<file path="src/rtl/glue_pkg.sv">
package glue_pkg;
   // Card layout
   localparam int NUM_CTL = 2;                    // Controllers on the card
   localparam int STRAP_BITS = 9;                 // Option straps per controller
   localparam int BASE_BITS = 5;                  // Board base width
   // Strap positions inside one controller's slice; 1 means fitted
   localparam int S_PB_LO_OUT = 0;                // Port B bits 0-3 drive outward
   localparam int S_PB_HI_OUT = 1;                // Port B bits 4-7 drive outward
   localparam int S_BIDIR = 2;                    // Port A bidirectional request
   localparam int S_PA_OUT = 3;                   // Port A output select
   localparam int S_PA_IN = 4;                    // Port A input select
   localparam int S_PORT_A_STROBE_POL = 5;                 // Port A strobe polarity
   localparam int S_PORT_B_STROBE_POL = 6;                 // Port B strobe polarity
   localparam int S_PORT_A_READY_OUT_POL = 7;                 // Port A ready polarity
   localparam int S_PORT_B_READY_OUT_POL = 8;                 // Port B ready polarity
   // Host I/O address fields
   localparam int A_CTL = 2;                      // Controller select bit
   localparam int A_PORT = 1;                     // Port select bit
   localparam int A_CTRL = 0;                     // Data or control bit
   // APB register map, byte addresses
   localparam logic [7:0] OFS_VECTOR0 = 8'h00;    // First controller vector
   localparam logic [7:0] OFS_VECTOR1 = 8'h04;    // Second controller vector
   localparam logic [7:0] OFS_STATUS = 8'h08;     // Card status, faults W1C
   localparam logic [7:0] VECTOR_RESET = 8'h00;   // Vector reset value
   // Status fields
   localparam int ST_OUTWARD = 0;                 // [1:0] port A drives outward
   localparam int ST_REQ = 2;                     // [3:2] controller requesting
   localparam int ST_FAULT = 4;                   // [5:4] forbidden chain pair seen
   localparam int ST_BASE = 8;                    // [12:8] decoded board base
   // Bidirectional port A buffer direction, one-hot
   typedef enum logic [1:0] {
      DIR_OUT = 2'b01,
      DIR_IN = 2'b10
   } dir_t;
endpackage

</file>
<file path="src/rtl/port_if.sv">
interface port_if;
   import glue_pkg::*;
   logic [STRAP_BITS-1:0] cfg;   // Option straps of one controller
   logic a_strobe_pin;           // Port A strobe from peripheral
   logic b_strobe_pin;           // Port B strobe from peripheral
   logic a_ready_ctl;            // Port A ready from controller
   logic b_ready_ctl;            // Port B ready from controller
   logic a_strobe_ctl;           // Port A strobe to controller
   logic b_strobe_ctl;           // Port B strobe to controller
   logic a_ready_pin;            // Port A ready to peripheral
   logic b_ready_pin;            // Port B ready to peripheral
   logic a_drive;                // Port A buffer drives outward
   logic a_receive;              // Port A buffer receives inward
   logic b_lo_drive;             // Port B low half drives outward
   logic b_hi_drive;             // Port B high half drives outward
   modport top (output cfg, a_strobe_pin, b_strobe_pin, a_ready_ctl, b_ready_ctl,
                input a_strobe_ctl, b_strobe_ctl, a_ready_pin, b_ready_pin,
                a_drive, a_receive, b_lo_drive, b_hi_drive);
   modport port (input cfg, a_strobe_pin, b_strobe_pin, a_ready_ctl, b_ready_ctl,
                 output a_strobe_ctl, b_strobe_ctl, a_ready_pin, b_ready_pin,
                 a_drive, a_receive, b_lo_drive, b_hi_drive);
endinterface

</file>
<file path="src/rtl/port_ctl.sv">
module port_ctl
   import glue_pkg::*;
(
   input wire logic clock_i,   // Bus clock
   input wire logic rst_n_i,   // Sync reset, active low
   port_if.port p              // Straps and handshake lines of one controller
);
   dir_t dir;                  // Bidirectional buffer direction
   dir_t next_dir;
   logic next_a_strobe_ctl;
   logic next_b_strobe_ctl;
   logic next_a_ready_pin;
   logic next_b_ready_pin;
   logic next_a_drive;
   logic next_a_receive;
   logic bidir_ok;             // Bidirectional mode honoured

   // Next values of every handshake output and of the port A direction
   always_comb begin
      // An absent strap (0) inverts, a fitted one passes unchanged
      next_a_strobe_ctl = p.a_strobe_pin ^ ~p.cfg[S_PORT_A_STROBE_POL];
      next_b_strobe_ctl = p.b_strobe_pin ^ ~p.cfg[S_PORT_B_STROBE_POL];
      next_a_ready_pin = p.a_ready_ctl ^ ~p.cfg[S_PORT_A_READY_OUT_POL];
      next_b_ready_pin = p.b_ready_ctl ^ ~p.cfg[S_PORT_B_READY_OUT_POL];
      // Bidirectional only with both fixed straps open
      bidir_ok = p.cfg[S_BIDIR] & ~p.cfg[S_PA_OUT] & ~p.cfg[S_PA_IN];
      next_dir = dir;
      if (bidir_ok) begin
         // Corrected strobes are active low at the controller
         if (!next_a_strobe_ctl) begin
            next_dir = DIR_IN;
         end else if (!next_b_strobe_ctl) begin
            next_dir = DIR_OUT;
         end
      end else begin
         next_dir = DIR_OUT;   // Parked so a later bidir start is known
      end
      // Fixed straps first; both fitted or both open without bidir disables
      if (p.cfg[S_PA_OUT] && !p.cfg[S_PA_IN]) begin
         next_a_drive = 1'b1;
         next_a_receive = 1'b0;
      end else if (p.cfg[S_PA_IN] && !p.cfg[S_PA_OUT]) begin
         next_a_drive = 1'b0;
         next_a_receive = 1'b1;
      end else if (bidir_ok) begin
         next_a_drive = (next_dir == DIR_OUT);
         next_a_receive = (next_dir == DIR_IN);
      end else begin
         // Never drive against a peripheral on an unclear setting
         next_a_drive = 1'b0;
         next_a_receive = 1'b0;
      end
   end

   // Register outputs; port B halves follow their straps directly
   always_ff @(posedge clock_i) begin
      if (!rst_n_i) begin
         dir <= DIR_OUT;
         p.a_strobe_ctl <= 1'b1;
         p.b_strobe_ctl <= 1'b1;
         p.a_ready_pin <= 1'b0;
         p.b_ready_pin <= 1'b0;
         p.a_drive <= 1'b0;
         p.a_receive <= 1'b0;
         p.b_lo_drive <= 1'b0;
         p.b_hi_drive <= 1'b0;
      end else begin
         dir <= next_dir;
         p.a_strobe_ctl <= next_a_strobe_ctl;
         p.b_strobe_ctl <= next_b_strobe_ctl;
         p.a_ready_pin <= next_a_ready_pin;
         p.b_ready_pin <= next_b_ready_pin;
         p.a_drive <= next_a_drive;
         p.a_receive <= next_a_receive;
         p.b_lo_drive <= p.cfg[S_PB_LO_OUT];
         p.b_hi_drive <= p.cfg[S_PB_HI_OUT];
      end
   end
endmodule

</file>
<file path="src/rtl/card_glue.sv">
// Contract
// - First controller port A direction from straps
// - First controller bidirectional only with straps open
// - Second controller port A direction from straps
// - Second controller port A strobe polarity strap
// - First controller port A strobe polarity strap
// - Port B strobes each own polarity strap
// - Second controller port B ready polarity
// - First controller port B ready polarity
// - Port A readies each own polarity strap
// - Respond only when upper five bits match
// - Bits 2,1,0 pick controller, port, control
// - Open address strap compares as one
// - No straps gives window F8 to FF
// - Shared bus buffers, decode alone selects controller
// - Second controller chained below first
// - Chained devices resolve priority via enables
// - Enable pair meaning; in low, out high forbidden
// - Only top requester supplies vector on acknowledge
// - Board joins backplane chain as one unit
// - Bidirectional buffer turns on A/B strobes
// - Port B nibble direction per strap
// - Bidirectional honoured only with fixed straps open
//
// Local design decisions: the address map and register access over APB.
module card_glue
   import glue_pkg::*;
(
   input wire logic clock_i,                                 // Bus clock
   input wire logic rst_n_i,                                 // Sync reset, active low
   // APB register port
   input wire logic [7:0] paddr_i,                           // APB byte address
   input wire logic psel_i,                                  // APB select
   input wire logic penable_i,                               // APB access phase
   input wire logic pwrite_i,                                // APB write
   input wire logic [31:0] pwdata_i,                         // APB write data
   output logic [31:0] prdata_o,                             // APB read data
   output logic pready_o,                                    // APB ready
   output logic pslverr_o,                                   // APB error
   // Host processor bus, sampled as synchronous
   input wire logic [7:0] io_addr_i,                         // Low address byte
   input wire logic io_req_n_i,                              // I/O request, low
   input wire logic mem_req_n_i,                             // Memory request, low
   input wire logic intack_n_i,                              // Int acknowledge, low
   input wire logic rd_n_i,                                  // Read strobe, low
   output logic [NUM_CTL-1:0] ctl_select_n_o,                // Controller selects, low
   output logic port_b_select_o,                             // 0 port A, 1 port B
   output logic control_select_o,                            // 0 data, 1 control
   output logic bus_buf_en_n_o,                              // Shared buffer enable, low
   output logic bus_buf_to_host_o,                           // Buffer faces the host
   output logic [7:0] vector_o,                              // Vector to data bus
   output logic vector_oe_o,                                 // Vector drive enable
   // Straps, 1 means fitted, static
   input wire logic [BASE_BITS-1:0] base_address_straps_i,   // Board base straps
   input wire logic [NUM_CTL*STRAP_BITS-1:0] handshake_option_straps_i, // Option straps
   // Interrupt priority chain
   input wire logic backplane_priority_in_i,                 // Priority from board above
   output logic backplane_priority_out_o,                    // Priority to board below
   output logic [NUM_CTL-1:0] chain_enable_in_o,             // Enable into controllers
   input wire logic [NUM_CTL-1:0] chain_enable_out_i,        // Enable out of controllers
   // Peripheral handshake and buffer control, per controller
   input wire logic [NUM_CTL-1:0] port_a_strobe_i,           // Port A strobe from peripheral
   input wire logic [NUM_CTL-1:0] port_b_strobe_i,           // Port B strobe from peripheral
   input wire logic [NUM_CTL-1:0] ctl_port_a_ready_i,        // Port A ready from controller
   input wire logic [NUM_CTL-1:0] ctl_port_b_ready_i,        // Port B ready from controller
   output logic [NUM_CTL-1:0] port_a_strobe_o,               // Port A strobe to controller
   output logic [NUM_CTL-1:0] port_b_strobe_o,               // Port B strobe to controller
   output logic [NUM_CTL-1:0] port_a_ready_out_o,            // Port A ready to peripheral
   output logic [NUM_CTL-1:0] port_b_ready_out_o,            // Port B ready to peripheral
   output logic [NUM_CTL-1:0] port_a_drive_o,                // Port A buffer outward
   output logic [NUM_CTL-1:0] port_a_receive_o,              // Port A buffer inward
   output logic [NUM_CTL-1:0] port_b_lo_drive_o,             // Port B bits 0-3 outward
   output logic [NUM_CTL-1:0] port_b_hi_drive_o              // Port B bits 4-7 outward
);

   // Fitted strap pulls an address bit to zero, open leaves it one
   function automatic logic [BASE_BITS-1:0] base_of(input logic [BASE_BITS-1:0] straps);
      base_of = ~straps;
   endfunction

   port_if pif[NUM_CTL]();                                   // Per-controller bundles

   logic [BASE_BITS-1:0] base;                               // Decoded board base
   logic card_hit;                                           // Valid I/O cycle to card
   logic [NUM_CTL-1:0] requesting;                           // Controller owns the chain
   logic [NUM_CTL-1:0] fault_now;                            // Forbidden pair this cycle
   logic [NUM_CTL-1:0] fault_prev;                           // Forbidden pair last cycle
   logic [NUM_CTL-1:0] fault;                                // Sticky chain faults
   logic [7:0] vector0;                                      // First controller vector
   logic [7:0] vector1;                                      // Second controller vector
   logic [NUM_CTL-1:0] outward;                              // Port A outward, status

   // Next-value signals
   logic [NUM_CTL-1:0] next_ctl_select_n;
   logic next_port_b_select;
   logic next_control_select;
   logic next_bus_buf_en_n;
   logic next_bus_buf_to_host;
   logic [7:0] next_vector;
   logic next_vector_oe;
   logic [NUM_CTL-1:0] next_chain_enable_in;
   logic next_priority_out;
   logic [NUM_CTL-1:0] next_fault;
   logic [7:0] next_vector0;
   logic [7:0] next_vector1;
   logic [31:0] next_prdata;
   logic next_pready;
   logic next_pslverr;
   logic apb_setup;
   logic apb_done;
   logic mapped;

   // One port controller per I/O device
   generate
      for (genvar g = 0; g < NUM_CTL; g++) begin : g_port
         assign pif[g].cfg = handshake_option_straps_i[g*STRAP_BITS +: STRAP_BITS];
         assign pif[g].a_strobe_pin = port_a_strobe_i[g];
         assign pif[g].b_strobe_pin = port_b_strobe_i[g];
         assign pif[g].a_ready_ctl = ctl_port_a_ready_i[g];
         assign pif[g].b_ready_ctl = ctl_port_b_ready_i[g];
         // Module outputs are already flops; these are plain wires
         assign port_a_strobe_o[g] = pif[g].a_strobe_ctl;
         assign port_b_strobe_o[g] = pif[g].b_strobe_ctl;
         assign port_a_ready_out_o[g] = pif[g].a_ready_pin;
         assign port_b_ready_out_o[g] = pif[g].b_ready_pin;
         assign port_a_drive_o[g] = pif[g].a_drive;
         assign port_a_receive_o[g] = pif[g].a_receive;
         assign port_b_lo_drive_o[g] = pif[g].b_lo_drive;
         assign port_b_hi_drive_o[g] = pif[g].b_hi_drive;
         assign outward[g] = pif[g].a_drive;
         port_ctl u_port (
            .clock_i (clock_i),
            .rst_n_i (rst_n_i),
            .p (pif[g].port)
         );
      end
   endgenerate

   // Host address decode; one window of eight bytes
   always_comb begin
      base = base_of(base_address_straps_i);
      // Memory and acknowledge cycles never look like data access
      card_hit = !io_req_n_i && mem_req_n_i && intack_n_i
                 && (io_addr_i[7:3] == base);
      next_ctl_select_n = '1;
      if (card_hit) begin
         next_ctl_select_n[io_addr_i[A_CTL]] = 1'b0;
      end
      next_port_b_select = io_addr_i[A_PORT];
      next_control_select = io_addr_i[A_CTRL];
   end

   // Interrupt chain and vector supply
   always_comb begin
      // Board enters the chain as a whole, second device below first
      next_chain_enable_in[0] = backplane_priority_in_i;
      next_chain_enable_in[1] = chain_enable_out_i[0];
      next_priority_out = chain_enable_out_i[1];
      // In high with out low marks the requesting device
      requesting = chain_enable_in_o & ~chain_enable_out_i;
      // Chain allows at most one requester; lower index wins anyway
      next_vector_oe = !intack_n_i && (requesting != '0);
      next_vector = requesting[0] ? vector0 : vector1;
      // Shared buffer opens for card cycles and for the vector
      next_bus_buf_en_n = !(card_hit || next_vector_oe);
      next_bus_buf_to_host = next_vector_oe || (card_hit && !rd_n_i);
      // One-cycle skew in the registered chain would look forbidden,
      // so a fault counts only when the pair holds two cycles
      fault_now = ~chain_enable_in_o & chain_enable_out_i;
   end

   // APB slave: one wait state, then ready for one cycle
   always_comb begin
      apb_setup = psel_i && penable_i && !pready_o;
      apb_done = psel_i && penable_i && pready_o;
      mapped = (paddr_i == OFS_VECTOR0) || (paddr_i == OFS_VECTOR1)
               || (paddr_i == OFS_STATUS);
      next_pready = apb_setup;
      next_pslverr = apb_setup && !mapped;
      next_prdata = 32'h0000_0000;
      if (apb_setup && !pwrite_i) begin
         unique case (paddr_i)
            OFS_VECTOR0: next_prdata[7:0] = vector0;
            OFS_VECTOR1: next_prdata[7:0] = vector1;
            OFS_STATUS: begin
               next_prdata[ST_OUTWARD +: NUM_CTL] = outward;
               next_prdata[ST_REQ +: NUM_CTL] = requesting;
               next_prdata[ST_FAULT +: NUM_CTL] = fault;
               next_prdata[ST_BASE +: BASE_BITS] = base;
            end
            default: next_prdata = 32'h0000_0000;   // Unmapped reads zero
         endcase
      end
      next_vector0 = vector0;
      next_vector1 = vector1;
      next_fault = fault;
      if (apb_done && pwrite_i) begin
         if (paddr_i == OFS_VECTOR0) begin
            next_vector0 = pwdata_i[7:0];
         end
         if (paddr_i == OFS_VECTOR1) begin
            next_vector1 = pwdata_i[7:0];
         end
         if (paddr_i == OFS_STATUS) begin
            next_fault = fault & ~pwdata_i[ST_FAULT +: NUM_CTL];
         end
      end
      // A new fault wins over a clear in the same cycle
      next_fault = next_fault | (fault_now & fault_prev);
   end

   // All state and outputs registered here, except the port outputs registered in port_ctl
   always_ff @(posedge clock_i) begin
      if (!rst_n_i) begin
         ctl_select_n_o <= '1;
         port_b_select_o <= 1'b0;
         control_select_o <= 1'b0;
         bus_buf_en_n_o <= 1'b1;
         bus_buf_to_host_o <= 1'b0;
         vector_o <= 8'h00;
         vector_oe_o <= 1'b0;
         chain_enable_in_o <= '0;
         backplane_priority_out_o <= 1'b0;
         fault_prev <= '0;
         fault <= '0;
         vector0 <= VECTOR_RESET;
         vector1 <= VECTOR_RESET;
         prdata_o <= 32'h0000_0000;
         pready_o <= 1'b0;
         pslverr_o <= 1'b0;
      end else begin
         ctl_select_n_o <= next_ctl_select_n;
         port_b_select_o <= next_port_b_select;
         control_select_o <= next_control_select;
         bus_buf_en_n_o <= next_bus_buf_en_n;
         bus_buf_to_host_o <= next_bus_buf_to_host;
         vector_o <= next_vector;
         vector_oe_o <= next_vector_oe;
         chain_enable_in_o <= next_chain_enable_in;
         backplane_priority_out_o <= next_priority_out;
         fault_prev <= fault_now;
         fault <= next_fault;
         vector0 <= next_vector0;
         vector1 <= next_vector1;
         prdata_o <= next_prdata;
         pready_o <= next_pready;
         pslverr_o <= next_pslverr;
      end
   end
endmodule

</file>
<file path="config.mk">
export PLATFORM = sky130hd
export DESIGN_NAME = card_glue
export DESIGN_NICKNAME = d
export VERILOG_FILES = /design/src/rtl/glue_pkg.sv /design/src/rtl/port_if.sv /design/src/rtl/port_ctl.sv /design/src/rtl/card_glue.sv
export SDC_FILE = /design/constraint.sdc
export NUM_CORES = 1
export LEC_CHECK = 0
export ABC_CLOCK_PERIOD_IN_PS = 3040
export BUFFER_PORTS_ARGS = -buffer_cell sky130_fd_sc_hd__buf_4
export CORE_MARGIN = 2
export CORE_UTILIZATION = 48
export CTS_CLUSTER_DIAMETER = 30
export DETAILED_ROUTE_END_ITERATION = 10
export PLACE_DENSITY = 0.84
export REMOVE_ABC_BUFFERS = 1
export SLEW_MARGIN = 20
export SYNTH_ARGS = -nofsm -noshare
export SYNTH_HDL_FRONTEND = slang
export SYNTH_SLANG_ARGS = --single-unit
export TNS_END_PERCENT = 50
</file>
<file path="constraint.sdc">
create_clock -name clock_i -period 3.04 [get_ports clock_i]
set_input_delay 0.304 -clock clock_i [delete_from_list [all_inputs] [get_ports clock_i]]
set_output_delay 0.304 -clock clock_i [all_outputs]
set_load 0.005 [all_outputs]
</file>
Word level (Yosys, flattened, before mapping)
Cells that the tools add are included.

Flip-flop bits (word level): 92. Memory bits (writable): 0. Memory bits (read-only): 0. Input bits: 91. Latch bits: 0. Logic and storage cells: 143. Output and inout bits: 68. Memories kept: 0.

Add/subtract/negate cells: 0. Reduce and logical (&&, ||, !) cells: 40. Order comparisons: 2. Shift operators: 0. Multiplexer cells: 23. Eq/ne operators: 7. Bitwise operators: 35. $mul: 0. Divide/modulo/power cells: 0.

Operators by type and width (count): 6-bit case mux with 3 select lines (1); 1-bit logical AND (16); 2-bit two-way mux (8); 1-bit inverter (13); 1-bit logical NOT (11); 1-bit two-way mux (11); 2-bit AND (4); 8-bit by 3-bit == test with 1-bit output (second input constant) (1); 8-bit by 4-bit == test with 1-bit output (second input constant) (1); 8-bit logical NOT (1); 8-bit two-way mux (1); 2-bit inverter (4); 2-bit AND reduction (4); 1-bit bitwise XOR (8); 5-bit == test (1); 5-bit inverter (1); 1-bit AND (4); 2-bit by 1-bit == test with 1-bit output (second input constant) (2); 2-bit == test (second input constant) (2); 1-bit logical OR (4); 2-bit case mux with 2 select lines (1); 2-bit OR reduction (2); 3-bit AND reduction (1); 1-bit by 2-bit less-than comparator with 1-bit output (second input constant) (1); 4 further kinds (4).

Longest topological paths before layout
Gate-level depths: netlist (run 1).

Depth in word-level cells: 9. Mapped depth: 5. Mapped depth without buffers: 3.

Cells and area by module
Synthesis (run 1) repeated with hierarchy kept, for this count alone.

Cell total of the unflattened synthesis: 312. Area, all modules: 3012.9 um2.

Modules (own cells, without submodules): card_glue (instances 1, area an instance 2267.2 um2, sequential area each 1061.0 um2, cells each 240); port_ctl (instances 2, area an instance 372.9 um2, sequential area each 200.2 um2, cells each 36).

Worst setup path after synthesis (run 1)
Ideal clock, no wire load.

Path kind: input to register. From: in paddr_i[1]. To: reg vector0[0]. Path buffers: 0. Arrival: 1.168 ns. Stages on the path: 3. Library setup time: 0.127 ns. Slack: 1.745 ns. Required time: 2.913 ns. Cells stage by stage: nor4_4 nand4_2 mux2i_1.

Cells in the longest elaborated chain, start to end: 2.

RTL lines: start: declaration (RTL line card_glue.sv:32) `input wire logic [7:0] paddr_i,`; 8-bit logical NOT (RTL line card_glue.sv:198) `if (paddr_i == OFS_VECTOR0) begin`; 2-bit AND reduction (no source line); end signal: assignment (RTL line card_glue.sv:243) `vector0 <= next_vector0;`; end: declaration (RTL line card_glue.sv:89) `logic [7:0] vector0;`.

No other way between the ends. A chain may end at the register's enable or synchronous reset.

Final worst setup path (run 1)
From: reg pready_o. To: reg prdata_o[12].

Cells in the longest elaborated chain, start to end: 4.

RTL lines: start: declaration (RTL line card_glue.sv:38) `output logic pready_o,`; start signal: assignment (RTL line card_glue.sv:246) `pready_o <= next_pready;`; 1-bit logical NOT (RTL line card_glue.sv:174) `apb_setup = psel_i && penable_i && !pready_o;`; 1-bit logical AND (RTL line card_glue.sv:174); 1-bit logical AND (RTL line card_glue.sv:181) `if (apb_setup && !pwrite_i) begin`; 3-bit AND reduction (no source line); end signal: assignment (RTL line card_glue.sv:245) `prdata_o <= next_prdata;`; end: declaration (RTL line card_glue.sv:37) `output logic [31:0] prdata_o,`.

No other way between the ends.

==> results.sh, run 1 <==
export IMPL_regArea_mm2=0.00146
export IMPL_synth_area_mm2=0.00303
export IMPL_routed_wl_um=6670
export IMPL_synth_compound_area_share_pct=7.32
export IMPL_min_delay_path_depth=2
export IMPL_layout_common_cells="buf_4 (116), dfxtp_1 (73), nand2_1 (50), mux2i_1 (22), conb_1 (19)"
export IMPL_r2r_cells=3
export IMPL_nNetsFinal=503
export IMPL_r2r_slack_ps=1410
export IMPL_slew_headroom_pct=51.8
export IMPL_grt_first_pass_wirelength_um=10700
export IMPL_clk_latency_ps=340
export IMPL_path_clk_slew_ps=70
export IMPL_fillers=506
export IMPL_netlist_instances=314
export IMPL_vdd_ir_drop_max_mv=0.274
export IMPL_cts_sinks=73
export IMPL_yosys_area_share_simple_pct=22.2
export IMPL_setup_violations_final=0
export IMPL_hold_class="in -> reg"
export IMPL_start_util_pct=50.5
export IMPL_startpoint_type="register"
export IMPL_skew_ps=5.84
export IMPL_synth_seq_cells=73
export IMPL_ys_warnings_count=0
export IMPL_die_h_um=83.4
export IMPL_rsz0062_at_grt="no"
export IMPL_drv_cap=0
export IMPL_power_density_mw_per_mm2=491
export IMPL_min_to="prdata_o[8]"
export IMPL_synth_edf_count=0
export IMPL_core_mm2=0.00599
export IMPL_synth_top_family_by_area="simple AND/OR/NAND/NOR gates"
export IMPL_synthAdderAreaFrac_pct=0
export IMPL_gp_congestion=0.773
export IMPL_r2r_start="pready_o"
export IMPL_route_detailed_drc=0
export IMPL_cts_tree="done"
export IMPL_die_w_um=83.4
export IMPL_syn_area_per_cell_um2=9.64
export IMPL_cts_root_buffer="clkbuf_8"
export IMPL_hold_buffers=0
export IMPL_r2r_end="prdata_o[12]"
export IMPL_synthFlopType="dfxtp_1"
export IMPL_viasPerCell=4.91
export IMPL_crit_path_max_fanout=13
export IMPL_grt_pass1_vias=2384
export IMPL_worst_setup_path_type="reg -> reg"
export IMPL_drtAntennaViolNets=0
export IMPL_status="finished clean"
export IMPL_drt_iter0_markers=68
export IMPL_synthArstFlopShare_pct=0
export IMPL_period_minus_slack_ps=1630
export IMPL_fin_crit_sh_pct=53.6
export IMPL_grt_max_degree=57
export IMPL_end_kind="register"
export IMPL_drv_slew=0
export IMPL_min_delay_start="base_address_straps_i[0]"
export IMPL_setup_ws_ps=1410
export IMPL_drive_gt1_share_pct=31.9
export IMPL_path_buf_inv=0
export IMPL_max_stage_delay_ps=540
export IMPL_cts_setup_buffers=0
export IMPL_portBuffers=115
export IMPL_cts_resized=0
export IMPL_grt_usage_pct=19.4
export IMPL_areaGrowthSynthToFinish_pct=29.9
export IMPL_path_cells="and4b_1 > nand4b_1 > nor3_1"
export IMPL_antenna_found_initial=0
export IMPL_crit_slowest_cell="nand4b_1"
export IMPL_cts_buffers=9
export IMPL_synth_xor_area_share_pct=4.05
export IMPL_multi_input_area_mm2=0.00131
export IMPL_layout_commonest_cell="buf_4"
export IMPL_fin_setup_tns_ps=0
export IMPL_first_pass_iters=4
export IMPL_grt_ovfl_total=0
export IMPL_tightest_slew_ps=722
export IMPL_yosysSeqAreaShare_pct=48.3
export IMPL_arrival_ps=1870
export IMPL_place_ws_ps=1080
export IMPL_antenna_cells=0
export IMPL_fmax_mhz=613
export IMPL_dp_hpwl_um=4860
export IMPL_cts_buffer_depth=2
export IMPL_htree_levels=3
export IMPL_rows=28
export IMPL_final_hold_viol_count=0
export IMPL_crit_family="simple AND/OR/NAND/NOR gates"
export IMPL_required_ps=3280
export IMPL_dr_total_vias=2418
export IMPL_synth_mux_area_share_pct=7.28
export IMPL_wl_per_cell_um=13.5
export IMPL_boundaryPins=159
export IMPL_die_area_mm2=0.00695
export IMPL_power_leakage_nw=1.87
export IMPL_netlist_cell_type_count=38
[layer usage]
metal / wire, um / GRT usage, % / up-vias
li1: - / - / 1189
met1: 2690 / 20.8 / 1102
met2: 3100 / 33.4 / 117
met3: 744 / 8.15 / 10
met4: 125 / 8.49 / 0
met5: 0 / 0 / -
[through the flow]
| stage | cell area (um2) | util, % | std cells | hold WS (ps) | power [mW] |
|---|---|---|---|---|---|
| after detailed placement | 3740 | 62.4 | 476 | 465 | 1.22 |
| after floorplan | 2780 | - | 285 | 366 | 1.08 |
| after CTS | 3930 | 65.6 | 492 | 122 | 1.96 |
| after global routing | 3930 | 65.6 | 492 | 133 | 2.01 |
| final | 3930 | 65.6 | 492 | 142 | 1.93 |
| after global placement | 3740 | 62.4 | 476 | 460 | 1.22 |
[worst max path at each step]
stage	from	end	cells after the start
floorplan	paddr_i[1]	prdata_o[10]	3
global placement	paddr_i[1]	prdata_o[12]	4
detailed placement	paddr_i[1]	prdata_o[6]	4
CTS	pready_o	prdata_o[6]	3
global route	pready_o	prdata_o[12]	3
finish	pready_o	prdata_o[12]	3
[final cells by class]
cell class	count	share of cell area, %
clock buffer	13	3.79
inverter	2	0.191
tap	75	2.39
sequential	73	37.2
multi-input combinational	210	33.3
clock inverter	3	1.02
timing repair buffer	116	22.2
[registers in the layout, summed over array words and instances, names as in the netlist, 4 cells and up]
register and cells:
g_port.u_port.dir 4, vector_o 8, vector1 8, vector0 8, prdata_o 13
[report_power, final]
part	switching, mW	internal, mW	leakage [nW]
Combinational	0.0902	0.119	1.17
Sequential	0.00941	0.980	0.595
Clock	0.332	0.400	0.0974
Total	0.432	1.50	1.87
[cell usage after synthesis, types with 3 or more instances]
library cell	number	area (um2)
a21boi_0	8	60.1
a21o_1	5	37.5
a21oi_1	6	30.0
a2bb2oi_1	4	35.0
and2_1	17	106
and3b_1	3	26.3
buf_4	35	263
clkbuf_1	8	30.0
dfxtp_1	73	1460
mux2i_1	22	220
nand2_1	50	188
nand2b_1	7	43.8
nand3b_1	3	22.5
nand4b_1	3	26.3
nor2_1	10	37.5
nor2b_1	9	56.3
nor3_1	8	40.0
o21ai_0	4	20.0
xnor2_1	11	96.3
xor2_1	3	26.3
[cell families after synthesis]
kind of cell           after synthesis
AO/OA/AOI/OAI                       32
XOR/XNOR                            14
buffers and inverters               49
flip-flops                          73
multiplexers                        22
other                                1
AND/OR/NAND/NOR                    123
No activity file was read; power rests on OpenSTA's default activity.
==> run 2: changes to the inputs <==
--- a/config.mk
+++ b/config.mk
@@ -5,13 +5,13 @@
 export SDC_FILE = /design/constraint.sdc
 export NUM_CORES = 1
 export LEC_CHECK = 0
-export ABC_CLOCK_PERIOD_IN_PS = 3040
+export ABC_CLOCK_PERIOD_IN_PS = 1650
 export BUFFER_PORTS_ARGS = -buffer_cell sky130_fd_sc_hd__buf_4
 export CORE_MARGIN = 2
-export CORE_UTILIZATION = 48
+export CORE_UTILIZATION = 45
 export CTS_CLUSTER_DIAMETER = 30
 export DETAILED_ROUTE_END_ITERATION = 10
-export PLACE_DENSITY = 0.84
+export PLACE_DENSITY = 0.8
 export REMOVE_ABC_BUFFERS = 1
 export SLEW_MARGIN = 20
 export SYNTH_ARGS = -nofsm -noshare
==> constraint.sdc (replaced) <==
create_clock -name clock_i -period 1.65 [get_ports clock_i]
set_input_delay 0.165 -clock clock_i [delete_from_list [all_inputs] [get_ports clock_i]]
set_output_delay 0.165 -clock clock_i [all_outputs]
set_load 0.005 [all_outputs]
==> results.sh, run 2 (same netlist as run 1, synthesis figures left out) <==
export IMPL_status="finished, violations left"
export IMPL_violations="DRC"
export IMPL_die_area_mm2=0.00740
export IMPL_hold_class="in -> reg"
export IMPL_hold_buffers=6
export IMPL_crit_start="base_address_straps_i[3]"
export IMPL_routed_wl_um=6440
export IMPL_cts_sinks=73
export IMPL_antenna_cells=0
export IMPL_fin_crit_sh_pct=77.9
export IMPL_antenna_found_initial=0
export IMPL_drive_gt1_share_pct=33.0
export IMPL_fin_setup_tns_ps=0
export IMPL_grt_first_pass_wirelength_um=10200
export IMPL_grt_pass1_vias=2339
export IMPL_boundaryPins=159
export IMPL_endpoint="bus_buf_en_n_o"
export IMPL_die_w_um=86.0
export IMPL_power_frac_seq_pct=50.8
export IMPL_drt_iter0_markers=81
export IMPL_cts_buffer_depth=2
export IMPL_cts_root_buffer="clkbuf_8"
export IMPL_portBuffers=115
export IMPL_drtAntennaViolNets=0
export IMPL_power_leakage_nw=1.92
export IMPL_slew_headroom_pct=64.1
export IMPL_start_util_pct=47.1
export IMPL_drv_cap=0
export IMPL_fmax_mhz=778
export IMPL_dr_total_vias=2429
export IMPL_worst_setup_path_type="in -> reg"
export IMPL_cts_setup_buffers=0
export IMPL_htree_levels=3
export IMPL_grt_usage_pct=17.5
export IMPL_busiest_layer="met2"
export IMPL_r2r_cells=3
export IMPL_regMostFlops="prdata_o"
export IMPL_layout_commonest_cell="buf_4"
export IMPL_layout_common_cells="buf_4 (123), dfxtp_1 (73), nand2_1 (50), mux2i_1 (22), conb_1 (19)"
export IMPL_final_hold_viol_count=0
export IMPL_route_detailed_drc=2
export IMPL_viasPerCell=4.79
export IMPL_end_kind="register"
export IMPL_swShare_pct=23.5
export IMPL_clk_latency_ps=340
export IMPL_cts_resized=0
export IMPL_power_density_mw_per_mm2=884
export IMPL_wl_per_cell_um=12.7
export IMPL_path_clk_slew_ps=80
export IMPL_fillers=545
export IMPL_grt_met2_usage_pct=30.0
export IMPL_grt_ovfl_total=0
export IMPL_tightest_slew_ps=537
export IMPL_setup_ws_ps=364
export IMPL_cts_tree="done"
export IMPL_p_total_mw=3.58
export IMPL_nNetsFinal=516
export IMPL_required_ps=1860
export IMPL_rsz0062_at_grt="no"
export IMPL_rows=29
export IMPL_die_h_um=86.0
export IMPL_place_ws_ps=174
export IMPL_drv_slew=0
export IMPL_switchingPower_uw=843
export IMPL_gr_usage_met1_pct=19.3
export IMPL_startpoint_type="primary input"
export IMPL_vdd_ir_drop_max_mv=0.516
export IMPL_grt_max_degree=29
export IMPL_arrival_ps=1500
export IMPL_core_mm2=0.00642
export IMPL_crit_path_max_fanout=4
export IMPL_skew_ps=7.55
export IMPL_final_util_pct=63.1
export IMPL_grt_use_met3_pct=7.03
export IMPL_period_minus_slack_ps=1290
export IMPL_setup_violations_final=0
export IMPL_internal_power_mw=2.74
export IMPL_pwr_share_comb_pct=11.2
export IMPL_cts_buffers=9
export IMPL_areaGrowthSynthToFinish_pct=34.0
export IMPL_gp_congestion=0.764
export IMPL_clock_power_share_pct=38.0
export IMPL_r2r_start="chain_enable_in_o[0]"
export IMPL_r2r_end="bus_buf_en_n_o"
export IMPL_r2r_slack_ps=360
export IMPL_largest_register_ffs=13
export IMPL_first_pass_iters=7
export IMPL_dp_hpwl_um=4790
-- run 2: routing by layer --
metal	wire (um)	share of wire, %
met2	3090	48
met1	2640	41
met4	67	1.0
met5	0	0
met3	638	9.9
-- run 2: how the worst min path moves through the flow --
stage	cells past startpoint	end	from
floorplan	1	g_port[0].u_port.p.a_strobe_ctl	rst_n_i
CTS	2	g_port[1].u_port.p.b_hi_drive	handshake_option_straps_i[10]
detailed placement	2	prdata_o[12]	base_address_straps_i[4]
finish	2	port_b_select_o	io_addr_i[1]
global placement	2	prdata_o[12]	base_address_straps_i[4]
global route	2	g_port[1].u_port.p.b_hi_drive	handshake_option_straps_i[10]
-- run 2: critical path, stage by stage --
cell and delay (ps):
dlygate4sd3_1 540, buf_4 150, xnor2_1 120, nor4_1 280, buf_4 180, a21oi_1 80
-- run 2: layout make-up --
class	count	area (um2)	share of cell area, %
multi-input cells	210	1310	32.3
repair buffers	129	983	24.3
flip-flops and latches	73	1460	36.1
well taps	77	96.3	2.38
inverters	2	7.51	0.185
clock buffers	10	128	3.15
clock inverters	6	68.8	1.70
-- run 2: through the flow --
step / area, um2 / instances / hold slack (ps)
floorplan: 2780 / 285 / 227
global placement: 3800 / 485 / 350
detailed placement: 3800 / 485 / 349
CTS: 4050 / 507 / 8.20
global route: 4050 / 507 / 13.2
finish: 4050 / 507 / 29.3
-- run 2: power by group through the flow --
stage | clock, mW | sequential (mW) | combinational (mW)
2_1_floorplan | 0 | 1.87 | 0.133
3_3_place_gp | 0 | 1.86 | 0.381
3_5_place_dp | 0 | 1.86 | 0.389
4_1_cts | 1.41 | 1.82 | 0.402
5_1_grt | 1.48 | 1.83 | 0.439
6_report | 1.36 | 1.82 | 0.400
